==> src/hw/ads_pkg.sv <==
// package: register map, field positions and states of the transfer status block
package ads_pkg;
    // register byte addresses
    localparam logic [4:0] ADS_CTRL_OFS     = 5'h00;
    localparam logic [4:0] ADS_NCONV_OFS    = 5'h04;
    localparam logic [4:0] ADS_BUFLEN_OFS   = 5'h08;
    localparam logic [4:0] ADS_STATUS_OFS   = 5'h0c;
    localparam logic [4:0] ADS_IRQ_STAT_OFS = 5'h10;
    localparam logic [4:0] ADS_IRQ_CLR_OFS  = 5'h14;
    localparam logic [4:0] ADS_IRQ_EN_OFS   = 5'h18;

    // control register fields
    localparam int ADS_CTRL_DMA_EN_BIT = 0;
    localparam int ADS_CTRL_IU_EN_BIT  = 1;
    localparam int ADS_CTRL_FRAME_BIT  = 2;

    // status register fields
    localparam int ADS_ST_TERM_LSB = 20;
    localparam int ADS_ST_ERR_BIT  = 18;
    localparam int ADS_ST_BSY_BIT  = 17;
    localparam int ADS_ST_IDLE_BIT = 16;
    localparam int ADS_ST_OVF_BIT  = 4;

    // termination cause bits inside the three-bit field
    localparam int ADS_TERM_ABORT = 2;
    localparam int ADS_TERM_BLOCK = 1;
    localparam int ADS_TERM_BEND  = 0;

    // interrupt event bits
    localparam int ADS_IRQ_N        = 3;
    localparam int ADS_IRQ_TERM_BIT = 0;
    localparam int ADS_IRQ_ERR_BIT  = 1;
    localparam int ADS_IRQ_OVF_BIT  = 2;

    // reset values and widths
    localparam int          ADS_CNT_W      = 16;
    localparam logic [2:0]  ADS_CTRL_RST   = 3'h0;
    localparam logic [15:0] ADS_NCONV_RST  = 16'h0000;
    localparam logic [15:0] ADS_BUFLEN_RST = 16'h0000;
    localparam logic [2:0]  ADS_TERM_RST   = 3'h0;
    localparam logic [2:0]  ADS_IRQ_RST    = 3'h0;

    typedef enum logic [1:0] {
        ADS_OFF,
        ADS_IDLE,
        ADS_BUSY,
        ADS_STOPPED
    } ads_state_e;
endpackage

==> src/hw/ads_reg_if.sv <==
// interface: register strobes between the bus slave and the status core
`timescale 1ns/100ps
`default_nettype none
interface ads_reg_if;
    logic        rd_stb;
    logic        wr_stb;
    logic [4:0]  addr;
    logic [31:0] wdata;
    logic [3:0]  be;

    modport slave (output rd_stb, output wr_stb, output addr, output wdata, output be);
    modport core  (input rd_stb, input wr_stb, input addr, input wdata, input be);
endinterface
`default_nettype wire

==> src/hw/ads_avs_slave.sv <==
// module: avalon-mm handshake, one wait cycle per access
`timescale 1ns/100ps
`default_nettype none
module ads_avs_slave (
    // clock and reset
    input  wire logic        clk_sys,
    input  wire logic        rst_n,
    // avalon side
    input  wire logic [4:0]  avs_address,
    input  wire logic        avs_read,
    input  wire logic        avs_write,
    input  wire logic [31:0] avs_writedata,
    input  wire logic [3:0]  avs_byteenable,
    output logic             avs_waitrequest,
    // core side
    ads_reg_if.slave         rif
);
    logic ack_reg;
    logic ack_next;

    // ack rises one cycle after the request so read data can be registered first
    always_comb begin
        ack_next = (avs_read | avs_write) & ~ack_reg;
    end

    always_ff @(posedge clk_sys or negedge rst_n) begin
        if (!rst_n) begin
            ack_reg <= 1'b0;
        end else begin
            ack_reg <= ack_next;
        end
    end

    // rd_stb loads read data; wr_stb commits at the completing edge only
    assign avs_waitrequest = (avs_read | avs_write) & ~ack_reg;
    assign rif.rd_stb      = avs_read & ~ack_reg;
    assign rif.wr_stb      = avs_write & ack_reg;
    assign rif.addr        = avs_address;
    assign rif.wdata       = avs_writedata;
    assign rif.be          = avs_byteenable;
endmodule
`default_nettype wire

==> src/hw/ads_irq.sv <==
// module: sticky interrupt status with clear and enable
`timescale 1ns/100ps
`default_nettype none
module ads_irq
    import ads_pkg::*;
(
    // clock and reset
    input  wire logic                 clk_sys,
    input  wire logic                 rst_n,
    // events and software controls
    input  wire logic [ADS_IRQ_N-1:0] evt,
    input  wire logic [ADS_IRQ_N-1:0] clr,
    input  wire logic [ADS_IRQ_N-1:0] en,
    // results
    output logic      [ADS_IRQ_N-1:0] stat,
    output logic                      irq
);
    logic [ADS_IRQ_N-1:0] stat_reg;
    logic [ADS_IRQ_N-1:0] stat_next;

    // a set in the clearing cycle wins so no event is lost
    always_comb begin
        stat_next = (stat_reg & ~clr) | evt;
    end

    always_ff @(posedge clk_sys or negedge rst_n) begin
        if (!rst_n) begin
            stat_reg <= ADS_IRQ_RST;
        end else begin
            stat_reg <= stat_next;
        end
    end

    assign stat = stat_reg;
    assign irq  = |(stat_reg & en);
endmodule
`default_nettype wire

==> src/hw/ads_dma_status.sv <==
// module: transfer engine status core of the sequencer with register file
// What this block does
// - term cause cleared on new buffer, set on end
// - input unit error sets buffer abort bit
// - normal mode count reached sets block end
// - frame mode: count, or with a zero count the next trigger, ends
// - buffer exhausted sets buffer end, needs new buffer
// - master or target abort sets bus error
// - bus error stops engine, cleared by disable
// - read-only busy flag while transferring
// - read-only idle flag, cleared when disabled
// - nonzero length write while idle starts a transfer
// - queue overflow stops input unit, aborts buffer
//
// The Avalon-MM slave port and the address map are this design's own decisions.
`timescale 1ns/100ps
`default_nettype none
module ads_dma_status
    import ads_pkg::*;
(
    // clock and reset
    input  wire logic        clk_sys,
    input  wire logic        rst_n,
    // avalon-mm slave
    input  wire logic [4:0]  avs_address,
    input  wire logic        avs_read,
    input  wire logic        avs_write,
    input  wire logic [31:0] avs_writedata,
    input  wire logic [3:0]  avs_byteenable,
    output logic [31:0]      avs_readdata,
    output logic             avs_waitrequest,
    // interrupt
    output logic             irq,
    // input unit side
    input  wire logic        iu_push,
    input  wire logic        queue_full,
    input  wire logic        iu_error,
    input  wire logic        frame_trigger,
    output logic             iu_halt,
    // host bus side, one word per request
    input  wire logic        sample_avail,
    output logic             xfer_req,
    input  wire logic        xfer_ack,
    input  wire logic        master_abort,
    input  wire logic        target_abort
);
    ads_reg_if rif ();

    ads_avs_slave u_slave (
        .clk_sys         (clk_sys),
        .rst_n           (rst_n),
        .avs_address     (avs_address),
        .avs_read        (avs_read),
        .avs_write       (avs_write),
        .avs_writedata   (avs_writedata),
        .avs_byteenable  (avs_byteenable),
        .avs_waitrequest (avs_waitrequest),
        .rif             (rif)
    );

    // merge write data into a register by byte lane
    function automatic logic [31:0] be_merge(input logic [31:0] old, input logic [31:0] wd,
                                             input logic [3:0] be);
        logic [31:0] r;
        r = old;
        for (int i = 0; i < 4; i++) begin
            if (be[i]) begin
                r[i*8 +: 8] = wd[i*8 +: 8];
            end
        end
        return r;
    endfunction

    // software registers
    logic [2:0]           ctrl_reg;
    logic [2:0]           ctrl_next;
    logic [ADS_CNT_W-1:0] nconv_reg;
    logic [ADS_CNT_W-1:0] nconv_next;
    logic [ADS_CNT_W-1:0] buflen_reg;
    logic [ADS_CNT_W-1:0] buflen_next;
    logic [ADS_IRQ_N-1:0] irq_en_reg;
    logic [ADS_IRQ_N-1:0] irq_en_next;
    logic [ADS_IRQ_N-1:0] irq_clr;
    logic [ADS_IRQ_N-1:0] irq_stat;
    logic [ADS_IRQ_N-1:0] irq_evt;
    logic                 buflen_wr;
    logic [31:0]          ctrl_w;
    logic [31:0]          nconv_w;
    logic [31:0]          buflen_w;
    logic [31:0]          irqen_w;
    logic [31:0]          clr_w;

    logic dma_en;
    logic iu_en;
    logic frame_mode;
    assign dma_en     = ctrl_reg[ADS_CTRL_DMA_EN_BIT];
    assign iu_en      = ctrl_reg[ADS_CTRL_IU_EN_BIT];
    assign frame_mode = ctrl_reg[ADS_CTRL_FRAME_BIT];

    // register writes; writes to the read-only status word and unmapped offsets fall away
    always_comb begin
        ctrl_w      = be_merge({29'h0, ctrl_reg}, rif.wdata, rif.be);
        nconv_w     = be_merge({16'h0, nconv_reg}, rif.wdata, rif.be);
        buflen_w    = be_merge({16'h0, buflen_reg}, rif.wdata, rif.be);
        irqen_w     = be_merge({29'h0, irq_en_reg}, rif.wdata, rif.be);
        clr_w       = be_merge(32'h0, rif.wdata, rif.be);
        ctrl_next   = ctrl_reg;
        nconv_next  = nconv_reg;
        buflen_next = buflen_reg;
        irq_en_next = irq_en_reg;
        irq_clr     = '0;
        buflen_wr   = 1'b0;
        if (rif.wr_stb) begin
            unique case (rif.addr)
                ADS_CTRL_OFS:    ctrl_next   = ctrl_w[2:0];
                ADS_NCONV_OFS:   nconv_next  = nconv_w[ADS_CNT_W-1:0];
                ADS_BUFLEN_OFS: begin
                    buflen_next = buflen_w[ADS_CNT_W-1:0];
                    buflen_wr   = 1'b1;
                end
                ADS_IRQ_CLR_OFS: irq_clr     = clr_w[ADS_IRQ_N-1:0];
                ADS_IRQ_EN_OFS:  irq_en_next = irqen_w[ADS_IRQ_N-1:0];
                default: ;
            endcase
        end
    end

    always_ff @(posedge clk_sys or negedge rst_n) begin
        if (!rst_n) begin
            ctrl_reg   <= ADS_CTRL_RST;
            nconv_reg  <= ADS_NCONV_RST;
            buflen_reg <= ADS_BUFLEN_RST;
            irq_en_reg <= ADS_IRQ_RST;
        end else begin
            ctrl_reg   <= ctrl_next;
            nconv_reg  <= nconv_next;
            buflen_reg <= buflen_next;
            irq_en_reg <= irq_en_next;
        end
    end

    // input unit overflow: pushing into a full queue halts the unit until disabled
    logic ovf_reg;
    logic ovf_next;
    logic ovf_set;
    always_comb begin
        ovf_set  = iu_en & iu_push & queue_full & ~ovf_reg;
        ovf_next = iu_en & (ovf_reg | ovf_set);
    end

    always_ff @(posedge clk_sys or negedge rst_n) begin
        if (!rst_n) begin
            ovf_reg <= 1'b0;
        end else begin
            ovf_reg <= ovf_next;
        end
    end

    assign iu_halt = ovf_reg | ~iu_en;

    // transfer engine state, counters, cause and error flag
    ads_state_e           state_reg;
    ads_state_e           state_next;
    logic [ADS_CNT_W-1:0] left_reg;
    logic [ADS_CNT_W-1:0] left_next;
    logic [ADS_CNT_W-1:0] done_reg;
    logic [ADS_CNT_W-1:0] done_next;
    logic [2:0]           term_reg;
    logic [2:0]           term_next;
    logic                 err_reg;
    logic                 err_next;
    logic                 bus_abort;
    logic                 unit_err;
    logic                 term_evt;
    logic                 count_hit;

    assign bus_abort = master_abort | target_abort;
    assign unit_err  = iu_error | ovf_set;
    // a zero count means continuous operation and never hits
    assign count_hit = (nconv_reg != '0) && (done_reg + 16'h0001 == nconv_reg);

    always_comb begin
        state_next = state_reg;
        left_next  = left_reg;
        done_next  = done_reg;
        term_next  = term_reg;
        err_next   = err_reg;
        term_evt   = 1'b0;
        if (buflen_wr) begin
            term_next = ADS_TERM_RST;
        end
        unique case (state_reg)
            ADS_OFF: begin
                if (dma_en) begin
                    state_next = ADS_IDLE;
                    done_next  = '0;
                end
            end
            ADS_IDLE: begin
                // starting outside idle is ignored, software must wait for idle
                if (buflen_wr && buflen_next != '0) begin
                    state_next = ADS_BUSY;
                    left_next  = buflen_next;
                end
            end
            ADS_BUSY: begin
                if (bus_abort) begin
                    err_next   = 1'b1;
                    state_next = ADS_STOPPED;
                end else if (unit_err) begin
                    term_next[ADS_TERM_ABORT] = 1'b1;
                    term_evt   = 1'b1;
                    done_next  = '0;
                    state_next = ADS_IDLE;
                end else if (frame_mode && nconv_reg == '0 && frame_trigger) begin
                    term_next[ADS_TERM_BLOCK] = 1'b1;
                    term_evt   = 1'b1;
                    state_next = ADS_IDLE;
                end else if (xfer_ack) begin
                    left_next = left_reg - 16'h0001;
                    done_next = done_reg + 16'h0001;
                    if (count_hit) begin
                        term_next[ADS_TERM_BLOCK] = 1'b1;
                        done_next = '0;
                    end
                    if (left_reg == 16'h0001) begin
                        term_next[ADS_TERM_BEND] = 1'b1;
                    end
                    if (count_hit || left_reg == 16'h0001) begin
                        term_evt   = 1'b1;
                        state_next = ADS_IDLE;
                    end
                end
            end
            ADS_STOPPED: ;
        endcase
        // disabling wins over every state transition and clears the error flag
        if (!dma_en) begin
            state_next = ADS_OFF;
            err_next   = 1'b0;
        end
    end

    always_ff @(posedge clk_sys or negedge rst_n) begin
        if (!rst_n) begin
            state_reg <= ADS_OFF;
            left_reg  <= '0;
            done_reg  <= '0;
            term_reg  <= ADS_TERM_RST;
            err_reg   <= 1'b0;
        end else begin
            state_reg <= state_next;
            left_reg  <= left_next;
            done_reg  <= done_next;
            term_reg  <= term_next;
            err_reg   <= err_next;
        end
    end

    // one word is offered while busy and the queue has data
    assign xfer_req = (state_reg == ADS_BUSY) & sample_avail;

    // interrupt sources
    always_comb begin
        irq_evt                   = '0;
        irq_evt[ADS_IRQ_TERM_BIT] = term_evt;
        irq_evt[ADS_IRQ_ERR_BIT]  = (state_reg == ADS_BUSY) & bus_abort & dma_en;
        irq_evt[ADS_IRQ_OVF_BIT]  = ovf_set;
    end

    ads_irq u_irq (
        .clk_sys (clk_sys),
        .rst_n   (rst_n),
        .evt     (irq_evt),
        .clr     (irq_clr),
        .en      (irq_en_reg),
        .stat    (irq_stat),
        .irq     (irq)
    );

    // status word; every bit not listed reads zero
    logic [31:0] status_word;
    always_comb begin
        status_word                                 = 32'h0;
        status_word[ADS_ST_TERM_LSB +: 3]           = term_reg;
        status_word[ADS_ST_ERR_BIT]                 = err_reg;
        status_word[ADS_ST_BSY_BIT]                 = (state_reg == ADS_BUSY);
        status_word[ADS_ST_IDLE_BIT]                = (state_reg == ADS_IDLE);
        status_word[ADS_ST_OVF_BIT]                 = ovf_reg;
    end

    // read mux, registered in the wait cycle so data stand at the completing edge
    logic [31:0] rdata_reg;
    logic [31:0] rdata_next;
    always_comb begin
        rdata_next = rdata_reg;
        if (rif.rd_stb) begin
            unique case (rif.addr)
                ADS_CTRL_OFS:     rdata_next = {29'h0, ctrl_reg};
                ADS_NCONV_OFS:    rdata_next = {16'h0, nconv_reg};
                ADS_BUFLEN_OFS:   rdata_next = {16'h0, buflen_reg};
                ADS_STATUS_OFS:   rdata_next = status_word;
                ADS_IRQ_STAT_OFS: rdata_next = {29'h0, irq_stat};
                ADS_IRQ_EN_OFS:   rdata_next = {29'h0, irq_en_reg};
                default:          rdata_next = 32'h0;
            endcase
        end
    end

    always_ff @(posedge clk_sys or negedge rst_n) begin
        if (!rst_n) begin
            rdata_reg <= 32'h0;
        end else begin
            rdata_reg <= rdata_next;
        end
    end

    assign avs_readdata = rdata_reg;
endmodule
`default_nettype wire

==> config.mk <==
export PLATFORM = sky130hd
export DESIGN_NAME = ads_dma_status
export DESIGN_NICKNAME = d
export VERILOG_FILES = /design/src/hw/ads_pkg.sv /design/src/hw/ads_reg_if.sv /design/src/hw/ads_avs_slave.sv /design/src/hw/ads_irq.sv /design/src/hw/ads_dma_status.sv
export SDC_FILE = /design/constraint.sdc
export NUM_CORES = 1
export LEC_CHECK = 0
export ABC_AREA = 0
export ABC_CLOCK_PERIOD_IN_PS = 2500
export BUFFER_PORTS_ARGS = -buffer_cell sky130_fd_sc_hd__buf_2
export CAP_MARGIN = 20
export CORE_MARGIN = 3
export CORE_UTILIZATION = 52
export DETAILED_ROUTE_END_ITERATION = 7
export PLACE_DENSITY = 0.83
export SYNTH_ARGS = -nofsm -noshare
export SYNTH_HDL_FRONTEND = slang
export SYNTH_SLANG_ARGS = --single-unit
==> constraint.sdc <==
create_clock -name clk_sys -period 2.5 [get_ports clk_sys]
set_input_delay 0 -clock clk_sys [delete_from_list [all_inputs] [get_ports clk_sys]]
set_output_delay 0 -clock clk_sys [all_outputs]
set_load 0.1 [all_outputs]
After elaboration in Yosys (flattened, before gate mapping):

Index checks and enable logic that the tools add are counted.
Widths: inputs -> output; s select.

* multiplexer cells: 50
* equality and inequality tests: 24
* reduce and logical (&&, ||, !) cells: 21
* $add $sub $neg: 2
* bitwise gates (word level): 22

Operator list (count)
* $mux 16: 13
* $pmux 23 s6: 1
* $pmux 16 s2: 2
* $reduce_bool 16->1: 2
* $mux 2: 9
* $mux 3: 6
* $add 16x1->16 const B: 1
* $eq 16x1->1 const B: 1
* $eq 16x16->1: 1
* $logic_not 16->1: 1
* $mux 1: 16
* $mux 8: 2
* $sub 16x1->16 const B: 1
* $eq 5x5->1 const B: 3
* $reduce_and 3->1: 4
* $and 1x1->1: 10
* $eq 5x4->1 const B: 2
* $ne 2x2->1 const B: 5
* $and 3x3->3: 2
* $ne 2x1->1 const B: 3
* $ne 3x3->1 const B: 2
* $ne 6x4->1 const B: 1
* $ne 6x5->1 const B: 1
* $pmux 2 s3: 1
* other kinds (19): 29

* logic and storage cells: 133
* input bits: 53
* flip-flop bits (word level): 113

Depth between registers and ports, before layout:

Gate-level depths: netlist of run 1.

* word-level depth: 11
* depth in mapped cells: 12

Cells and area by module:

A second synthesis of run 1 with hierarchy kept.

* cell total of the unflattened synthesis: 620
* area total of the unflattened synthesis: 6206.0 µm²

By module, submodules not included
* ads_dma_status: instances 1, cells each 564, area an instance 5724.2 µm²
* ads_avs_slave: instances 1, cells each 45, area an instance 359.1 µm²
* ads_irq: instances 1, cells each 11, area an instance 122.6 µm²

Worst setup path before layout of run 1:

OpenSTA, ideal clock, no wires.

* path kind: register -> register
* start: register done_reg[0]
* end: register done_reg[9]
* library setup time: 0.128 ns
* period minus slack after synthesis: 2.751 ns
* stages on the path, launching flop included: 13
* setup slack: -0.251 ns
* arrival time: 2.622 ns
* buffers on the path: 2
* cells stage by stage: dfrtp_1 ha_1 and4_1 clkbuf_1 and4_1 xnor2_1 nor4_1 o2111ai_1 o211ai_1 buf_2 a21oi_1 o21ai_0 o31ai_1

* word-level cells in the longest chain between the ends: 9

RTL lines
* from (decl): RTL line ads_dma_status.sv:166 `logic [ADS_CNT_W-1:0] done_reg;`
* from (signal assigned): RTL line ads_dma_status.sv:254 `done_reg <= done_next;`
* $add 16x1->16 (*): RTL line ads_dma_status.sv:180, ads_dma_status.sv:221
* $eq 16x16->1: RTL line ads_dma_status.sv:180 `assign count_hit = (nconv_reg != '0) && (done_reg + 16'h0001 == nconv_reg);`
* $logic_and 1x1->1: RTL line ads_dma_status.sv:180
* $mux 16 (*): RTL line ads_dma_status.sv:222 `if (count_hit) begin`
* $mux 16 (*): RTL line ads_dma_status.sv:219 `end else if (xfer_ack) begin`
* $mux 16 (*): RTL line ads_dma_status.sv:215 `end else if (frame_mode && nconv_reg == '0 && frame_trigger) begin`
* $mux 16 (*): RTL line ads_dma_status.sv:210 `end else if (unit_err) begin`
* $mux 16 (*): RTL line ads_dma_status.sv:207 `if (bus_abort) begin`
* $pmux 16 s2 (*): RTL line ads_dma_status.sv:192 `unique case (state_reg)`

Every way passes the cells marked *; elsewhere a longest branch is shown, timed or not. The select of a mux whose other input is x is not followed.
A chain may end at the register's enable or synchronous reset.

Final worst setup path of run 1:

* start: register done_reg[0]
* end: register done_reg[8]

The elaborated chain is that of the path after synthesis.

==> impl_metrics.yaml, run 1 <==
timing:
  slew_headroom_pct: 40.0
  hold_viol_final: 0
  fmax_mhz: 353
  min_period_ns: 2.83
  tightest_slew_ns: 0.892
  setup_viol: 36
  slew_violations: 0
  fin_ws_ns: -0.333
  final.setup_skew_ns: 0.0125
  rsz0062_at_grt: "yes"
  setup_tns_ns: -6.58
  hold_ws_ns: 0.0166
  period_share_pct: 113
yosys:
  syn_area_mm2: 0.00570
  synth_edf_count: 0
  yosysMostFrequentCell: "dfrtp_1"
  synth_area_leaders: "dfrtp_1, mux2_2, o21ai_0, nand2_1, nor2_1"
  synth-warning-count: 0
  synth_top_area_share_pct: 45.2
  synth_common_cells: "dfrtp_1, nand2_1, mux2_2, o21ai_0, nor2_1"
  avgSynthCellArea_um2: 9.87
  yosysTopAreaCell: "dfrtp_1"
  synth_ff_type: "dfrtp_1"
  async_flop_share_pct: 100
  syn_inst: 577
  yosysUniqueCellTypes: 60
  yosysSeqAreaShare_pct: 45.2
  ys_seq_elements: 103
cts:
  cts_root_buf: "clkbuf_8"
  clk_path_buf_depth: 2
  h-tree-depth: 3
  insertion_delay_ns: 0.40
  cts.sinks: 103
  cts_buffers: 9
  cts_tree: "yes"
  clk_pin_slew_worst_paths_ns: 0.11
critical_path:
  cp.arrival_ns: 3.12
  slowest_stage: "dfrtp_1"
  critPathKind: "reg2reg"
  cp_max_fo: 7
  cp_common_cell: "buf_6"
  cpPeakStageDelay_ns: 0.43
  worst_setup_path_start_kind: "register"
  cp.required_ns: 2.79
  end_kind: "register"
  path_buf_inv: 4
  reg2reg_to: "done_reg[8]$_DFFE_PN0P_"
  regToRegSetupSlack_ns: -0.33
  ff2ff_path_depth: 12
  crit_family: "simple AND/OR/NAND/NOR gates"
  cp_cell_sequence: "buf_6, and4_4, buf_6, nand4_1, xor2_1, mux2i_2, a21oi_2, o211ai_1, buf_4, buf_6, or2_4, o41ai_4"
  worstReg2RegStart: "done_reg[0]$_DFFE_PN0P_"
floorplan:
  die_w_um: 111
  dieArea_mm2: 0.0122
  core_mm2: 0.0105
  die_h_um: 111
  ios: 89
  row_count: 37
  start_util_pct: 54.2
placement:
  post-place-cells: 802
  placed_area_mm2: 0.00650
  hpwl_mm: 11.5
  io_buffer_count: 60
  gp_congestion: 0.914
run_status:
  status: "finished, violations left"
  violations: "negative setup slack"
run:
  maxCapViolCount: 0
drt:
  antenna_left: 0
  drcViolationCount: 0
  viasPerCell: 6.46
  wl_per_cell_um: 21.8
  drt-initial-drc-count: 789
  wl_mm: 18.9
  via_count: 5591
  dr.pass1.iters: 5
grt:
  grt_max_degree: 62
  track_usage_pct: 29.4
  grt_pass1_wl_mm: 29.0
  grt_pass1_vias: 5656
  antenna_found_initial: 0
  overflow: 0
min_path:
  hp-class: "in2reg"
  min_from: "avs_address[1]"
  worstHoldPathCells: 5
  worstHoldEndpoint: "avs_readdata[4]$_DFFE_PN0P_"
power:
  power_density_mw_per_mm2: 597
  pwr-share-comb_pct: 30.3
  peakVddDrop_mv: 0.626
  power_mw: 4.55
  internal_power_mw: 2.85
  power.switching_mw: 1.70
  netSwitchingFraction_pct: 37.3
  p_seq_share_pct: 47.2
  pwr-share-clk_pct: 22.4
  p_leak_nw: 3.43
finish:
  num_antenna_cells: 0
  nNetsFinal: 784
  largest_reg_flops: 22
  stdcell_count: 866
  final_area_mm2: 0.00763
  area_delta_synth_final_pct: 34.0
  drive_gt1_share_pct: 40.0
[routing by layer]
| metal | vias up | routed length, µm | GRT usage, % |
|---|---|---|---|
| li1 | 2401 | - | - |
| met1 | 2716 | 6960 | 35.4 |
| met2 | 382 | 9470 | 48.3 |
| met3 | 92 | 1730 | 8.30 |
| met4 | 0 | 752 | 14.9 |
| met5 | - | 0 | 0 |
[layout by cell type (no fill, tap or decap), types with 7 or more instances in the layout]
cell type / instances
o21ai_1: 13
buf_6: 13
buf_2: 59
nand3_2: 11
a22oi_1: 15
dfrtp_1: 102
conb_1: 10
dlygate4sd3_1: 24
clkbuf_8: 9
nor2_1: 29
nor2b_1: 7
o22ai_2: 8
o21ai_0: 23
nor3_1: 16
nand2_1: 48
o21ai_2: 14
nand4_1: 7
a22o_1: 9
inv_1: 12
xnor2_1: 13
nor4_1: 8
a21oi_1: 14
a21oi_2: 8
xor2_1: 8
nand3_1: 9
mux2_2: 37
nand2b_1: 7
buf_4: 65
[worst max-delay path by stage]
stage	startpoint	to	slack (ns)	depth (start not counted)
6_report	done_reg[0]$_DFFE_PN0P_	done_reg[8]$_DFFE_PN0P_	-0.33	12
5_1_grt	done_reg[0]$_DFFE_PN0P_	done_reg[8]$_DFFE_PN0P_	-0.46	12
3_3_place_gp	avs_address[0]	left_reg[8]$_DFFE_PN0P_	-0.20	10
4_1_cts	done_reg[1]$_DFFE_PN0P_	done_reg[8]$_DFFE_PN0P_	-0.16	12
2_1_floorplan	avs_address[4]	left_reg[0]$_DFFE_PN0P_	-0.10	9
3_5_place_dp	done_reg[1]$_DFFE_PN0P_	done_reg[2]$_DFFE_PN0P_	-0.30	13
[layout make-up]
cell class                 count  area [µm²]
clock buffer                  10         128
clock inverter                 6        51.3
fill                         629        2880
inverter                      12        45.0
multi-input combinational    429        3300
sequential                   103        2580
tap                          136         170
timing repair buffer         170        1360
[power groups by stage]
| stage | Sequential (mW) | Clock (mW) | Combinational, mW |
|---|---|---|---|
| 3_3_place_gp | 2.10 | 0 | 1.01 |
| 5_1_grt | 2.18 | 1.10 | 1.49 |
| 2_1_floorplan | 2.06 | 0 | 0.769 |
| 3_5_place_dp | 2.11 | 0 | 1.06 |
| 4_1_cts | 2.11 | 1.02 | 1.24 |
| 6_report | 2.15 | 1.02 | 1.38 |
[stage by stage]
stage          util (%)  setup WS [ns]
6_report           72.6         -0.333
2_1_floorplan         -         -0.105
3_5_place_dp       61.8         -0.298
4_1_cts            70.1         -0.158
5_1_grt            72.6         -0.461
3_3_place_gp       61.8         -0.196
[worst register-to-register path: cells and delay by family, from the launching register on]
family,cells,cell delay [ns]
DFF,1,0.43
muxes,1,0.11
and+or+nand+nor,3,0.77
buffers and inverters,4,0.57
AOI/OAI and AO/OA,3,0.56
xor gates and xnor gates,1,0.29
[logic make-up after synthesis]
logic type / Yosys count / share of synthesized area [%]
adder cells (fa/ha/maj): 6 / 1.32
XOR/XNOR: 21 / 3.23
AND/OR/NAND/NOR: 193 / 18.1
AO/OA/AOI/OAI: 150 / 17.0
buffers and inverters: 56 / 5.27
flip-flops: 103 / 45.2
multiplexers: 47 / 9.80
other: 1 / 0.0658
[timing repair]
action                                  in CTS  in global routing
pin swaps                                   25                 27
hold buffers                                24                  0
setup buffers                               14                  7
gates resized for setup                     53                 64
hold endpoints to repair                    83                  0
endpoints found under the setup margin      35                 36
cloned                                       6                  0
(Power assumes the default switching activity.)
==> inputs of run 2 (changes only) <==
- ABC_CLOCK_PERIOD_IN_PS: 2500 -> 2700
- CORE_UTILIZATION: 52 -> 53
- PLACE_DENSITY: 0.83 -> 0.81
- clock period: 2.5 -> 2.7 ns (I/O delays scaled with it)
==> impl_metrics.yaml, run 2 (synthesis results as in run 1) <==
critical_path:
  cp.required_ns: 3.00
  end_kind: "register"
  slowest_stage: "or4_4"
  cpPeakStageDelay_ns: 0.55
  cp_max_fo: 9
  critPathKind: "reg2reg"
  worst_setup_path_start_kind: "register"
  cp.arrival_ns: 3.02
  cp_cell_sequence: "nand3_2, nor3_4, mux2_4, or4_4, o31ai_4, nor2_4, buf_12, nand3_1, o21ai_1, a21oi_1"
cts:
  clk_pin_slew_worst_paths_ns: 0.11
  cts_buffers: 9
  clk_path_buf_depth: 2
  h-tree-depth: 3
  cts.sinks: 103
  cts_tree: "yes"
  insertion_delay_ns: 0.37
  cts_root_buf: "clkbuf_8"
finish:
  num_antenna_cells: 0
  nNetsFinal: 753
  area_delta_synth_final_pct: 22.4
  stdcell_count: 835
  drive_gt1_share_pct: 29.2
  mostFrequentLayoutCell: "dfrtp_1"
  final_area_mm2: 0.00697
  largest_reg_flops: 22
  final_cell_mix: "dfrtp_1, buf_2, buf_4, nand2_1, mux2_2"
floorplan:
  core_mm2: 0.0104
  dieArea_mm2: 0.0120
  die_h_um: 110
  die_w_um: 110
  ios: 89
  row_count: 37
  start_util_pct: 54.9
placement:
  io_buffer_count: 60
  post-place-cells: 786
  gp_congestion: 0.949
  placed_area_mm2: 0.00634
  hpwl_mm: 11.3
  pre_cts_slack_ns: -0.0967
drt:
  via_count: 5151
  dr.pass1.iters: 7
  wl_mm: 16.2
  wl_per_cell_um: 19.4
  drt-initial-drc-count: 472
  antenna_left: 0
  viasPerCell: 6.17
  drcViolationCount: 0
grt:
  grt_max_degree: 50
  grt_pass1_wl_mm: 24.8
  grt_pass1_vias: 4889
  track_usage_pct: 26.8
  antenna_found_initial: 0
  overflow: 0
timing:
  setup_viol: 4
  slew_violations: 0
  tightest_slew_ns: 0.793
  hold_viol_final: 0
  final.setup_skew_ns: 0.0103
  period_share_pct: 100
  fmax_mhz: 369
  slew_headroom_pct: 46.7
  min_period_ns: 2.71
  fin_ws_ns: -0.0124
  rsz0062_at_grt: "yes"
run_status:
  status: "finished, violations left"
  violations: "negative setup slack"
power:
  peakVddDrop_mv: 0.384
  p_leak_nw: 3.17
  power_density_mw_per_mm2: 570
  power_mw: 3.98
run:
  maxCapViolCount: 0
min_path:
  hp-class: "in2reg"
run 2: cell count changes in the layout (fill, tap and decap cells not counted), sizes merged:
cell / before / now
buf: 146 / 115
clkinvlp: 3 / 1
clkinv: 0 / 2
bufinv: 0 / 1
nand2: 50 / 49
or2: 3 / 2
dlygate4sd3: 24 / 25
run 2: layout make-up:
class / count / area, µm²
fill: 747 / 3400
multi-input combinational: 427 / 2960
sequential: 103 / 2580
timing repair buffer: 141 / 1020
tap: 136 / 170
clock buffer: 9 / 124
clock inverter: 7 / 77.6
inverter: 12 / 45.0
run 2: worst paths after layout:
path / from / to / slack (ns) / cells after the start
setup reg to reg: u_slave.ack_reg$_DFF_PN0_ / left_reg[12]$_DFFE_PN0P_ / -0.01 / 10
setup / recovery: u_slave.ack_reg$_DFF_PN0_ / left_reg[12]$_DFFE_PN0P_ / -0.01 / 10
hold / removal: xfer_ack / term_reg[1]$_DFF_PN0_ / 0.02 / 3
max in group asynchronous: rst_n / buflen_reg[1]$_DFF_PN0_ / 1.68 / 3
hold reg to reg: avs_readdata[10]$_DFFE_PN0P_ / avs_readdata[10]$_DFFE_PN0P_ / 0.48 / 2
min in group asynchronous: rst_n / done_reg[3]$_DFFE_PN0P_ / 0.18 / 2
run 2: metal layers:
layer  vias up  wire length (µm)  track usage [%]  part of all wire, %
met1      2495              6350             34.9                   39
met3        61              1220             4.40                  7.5
met4         0               659             10.8                  4.1
met2       266              7970             44.6                   49
met5         -                 0                0                    0
li1       2329                 -                -                    -
run 2: where the power goes:
part	total (mW)	leakage [nW]	switching (mW)	internal, mW
sequential	1.95	1.39	0.234	1.72
combinational	1.01	1.67	0.584	0.429
clock	1.01	0.101	0.573	0.439
total	3.98	3.17	1.39	2.59
run 2: timing repair:
action                                  in CTS  in global routing
endpoints found under the setup margin       2                 32
buffers inserted                             0                  6
gates cloned                                 0                  2
hold buffers                                25                  0
endpoints found under the hold margin       87                  0
pin swaps                                    1                 19
gates resized for setup                      1                 37
run 2: stage by stage:
step	hold WS, ns	TNS (ns)	util, %
2_1_floorplan	-0.296	0	-
3_3_place_gp	0.0575	-0.775	61.1
3_5_place_dp	0.0653	-1.09	61.1
4_1_cts	0.0156	0	65.5
5_1_grt	0.0685	-1.51	67.3
6_report	0.0239	-0.0218	67.3
run 2: critical path, delay by kind of cell (launching register included):
kind / cells / cell delay (ns)
AO/OA/AOI/OAI: 3 / 0.55
buffers and inverters: 1 / 0.16
flip-flops: 1 / 0.44
multiplexers: 1 / 0.33
AND/OR/NAND/NOR: 5 / 1.16
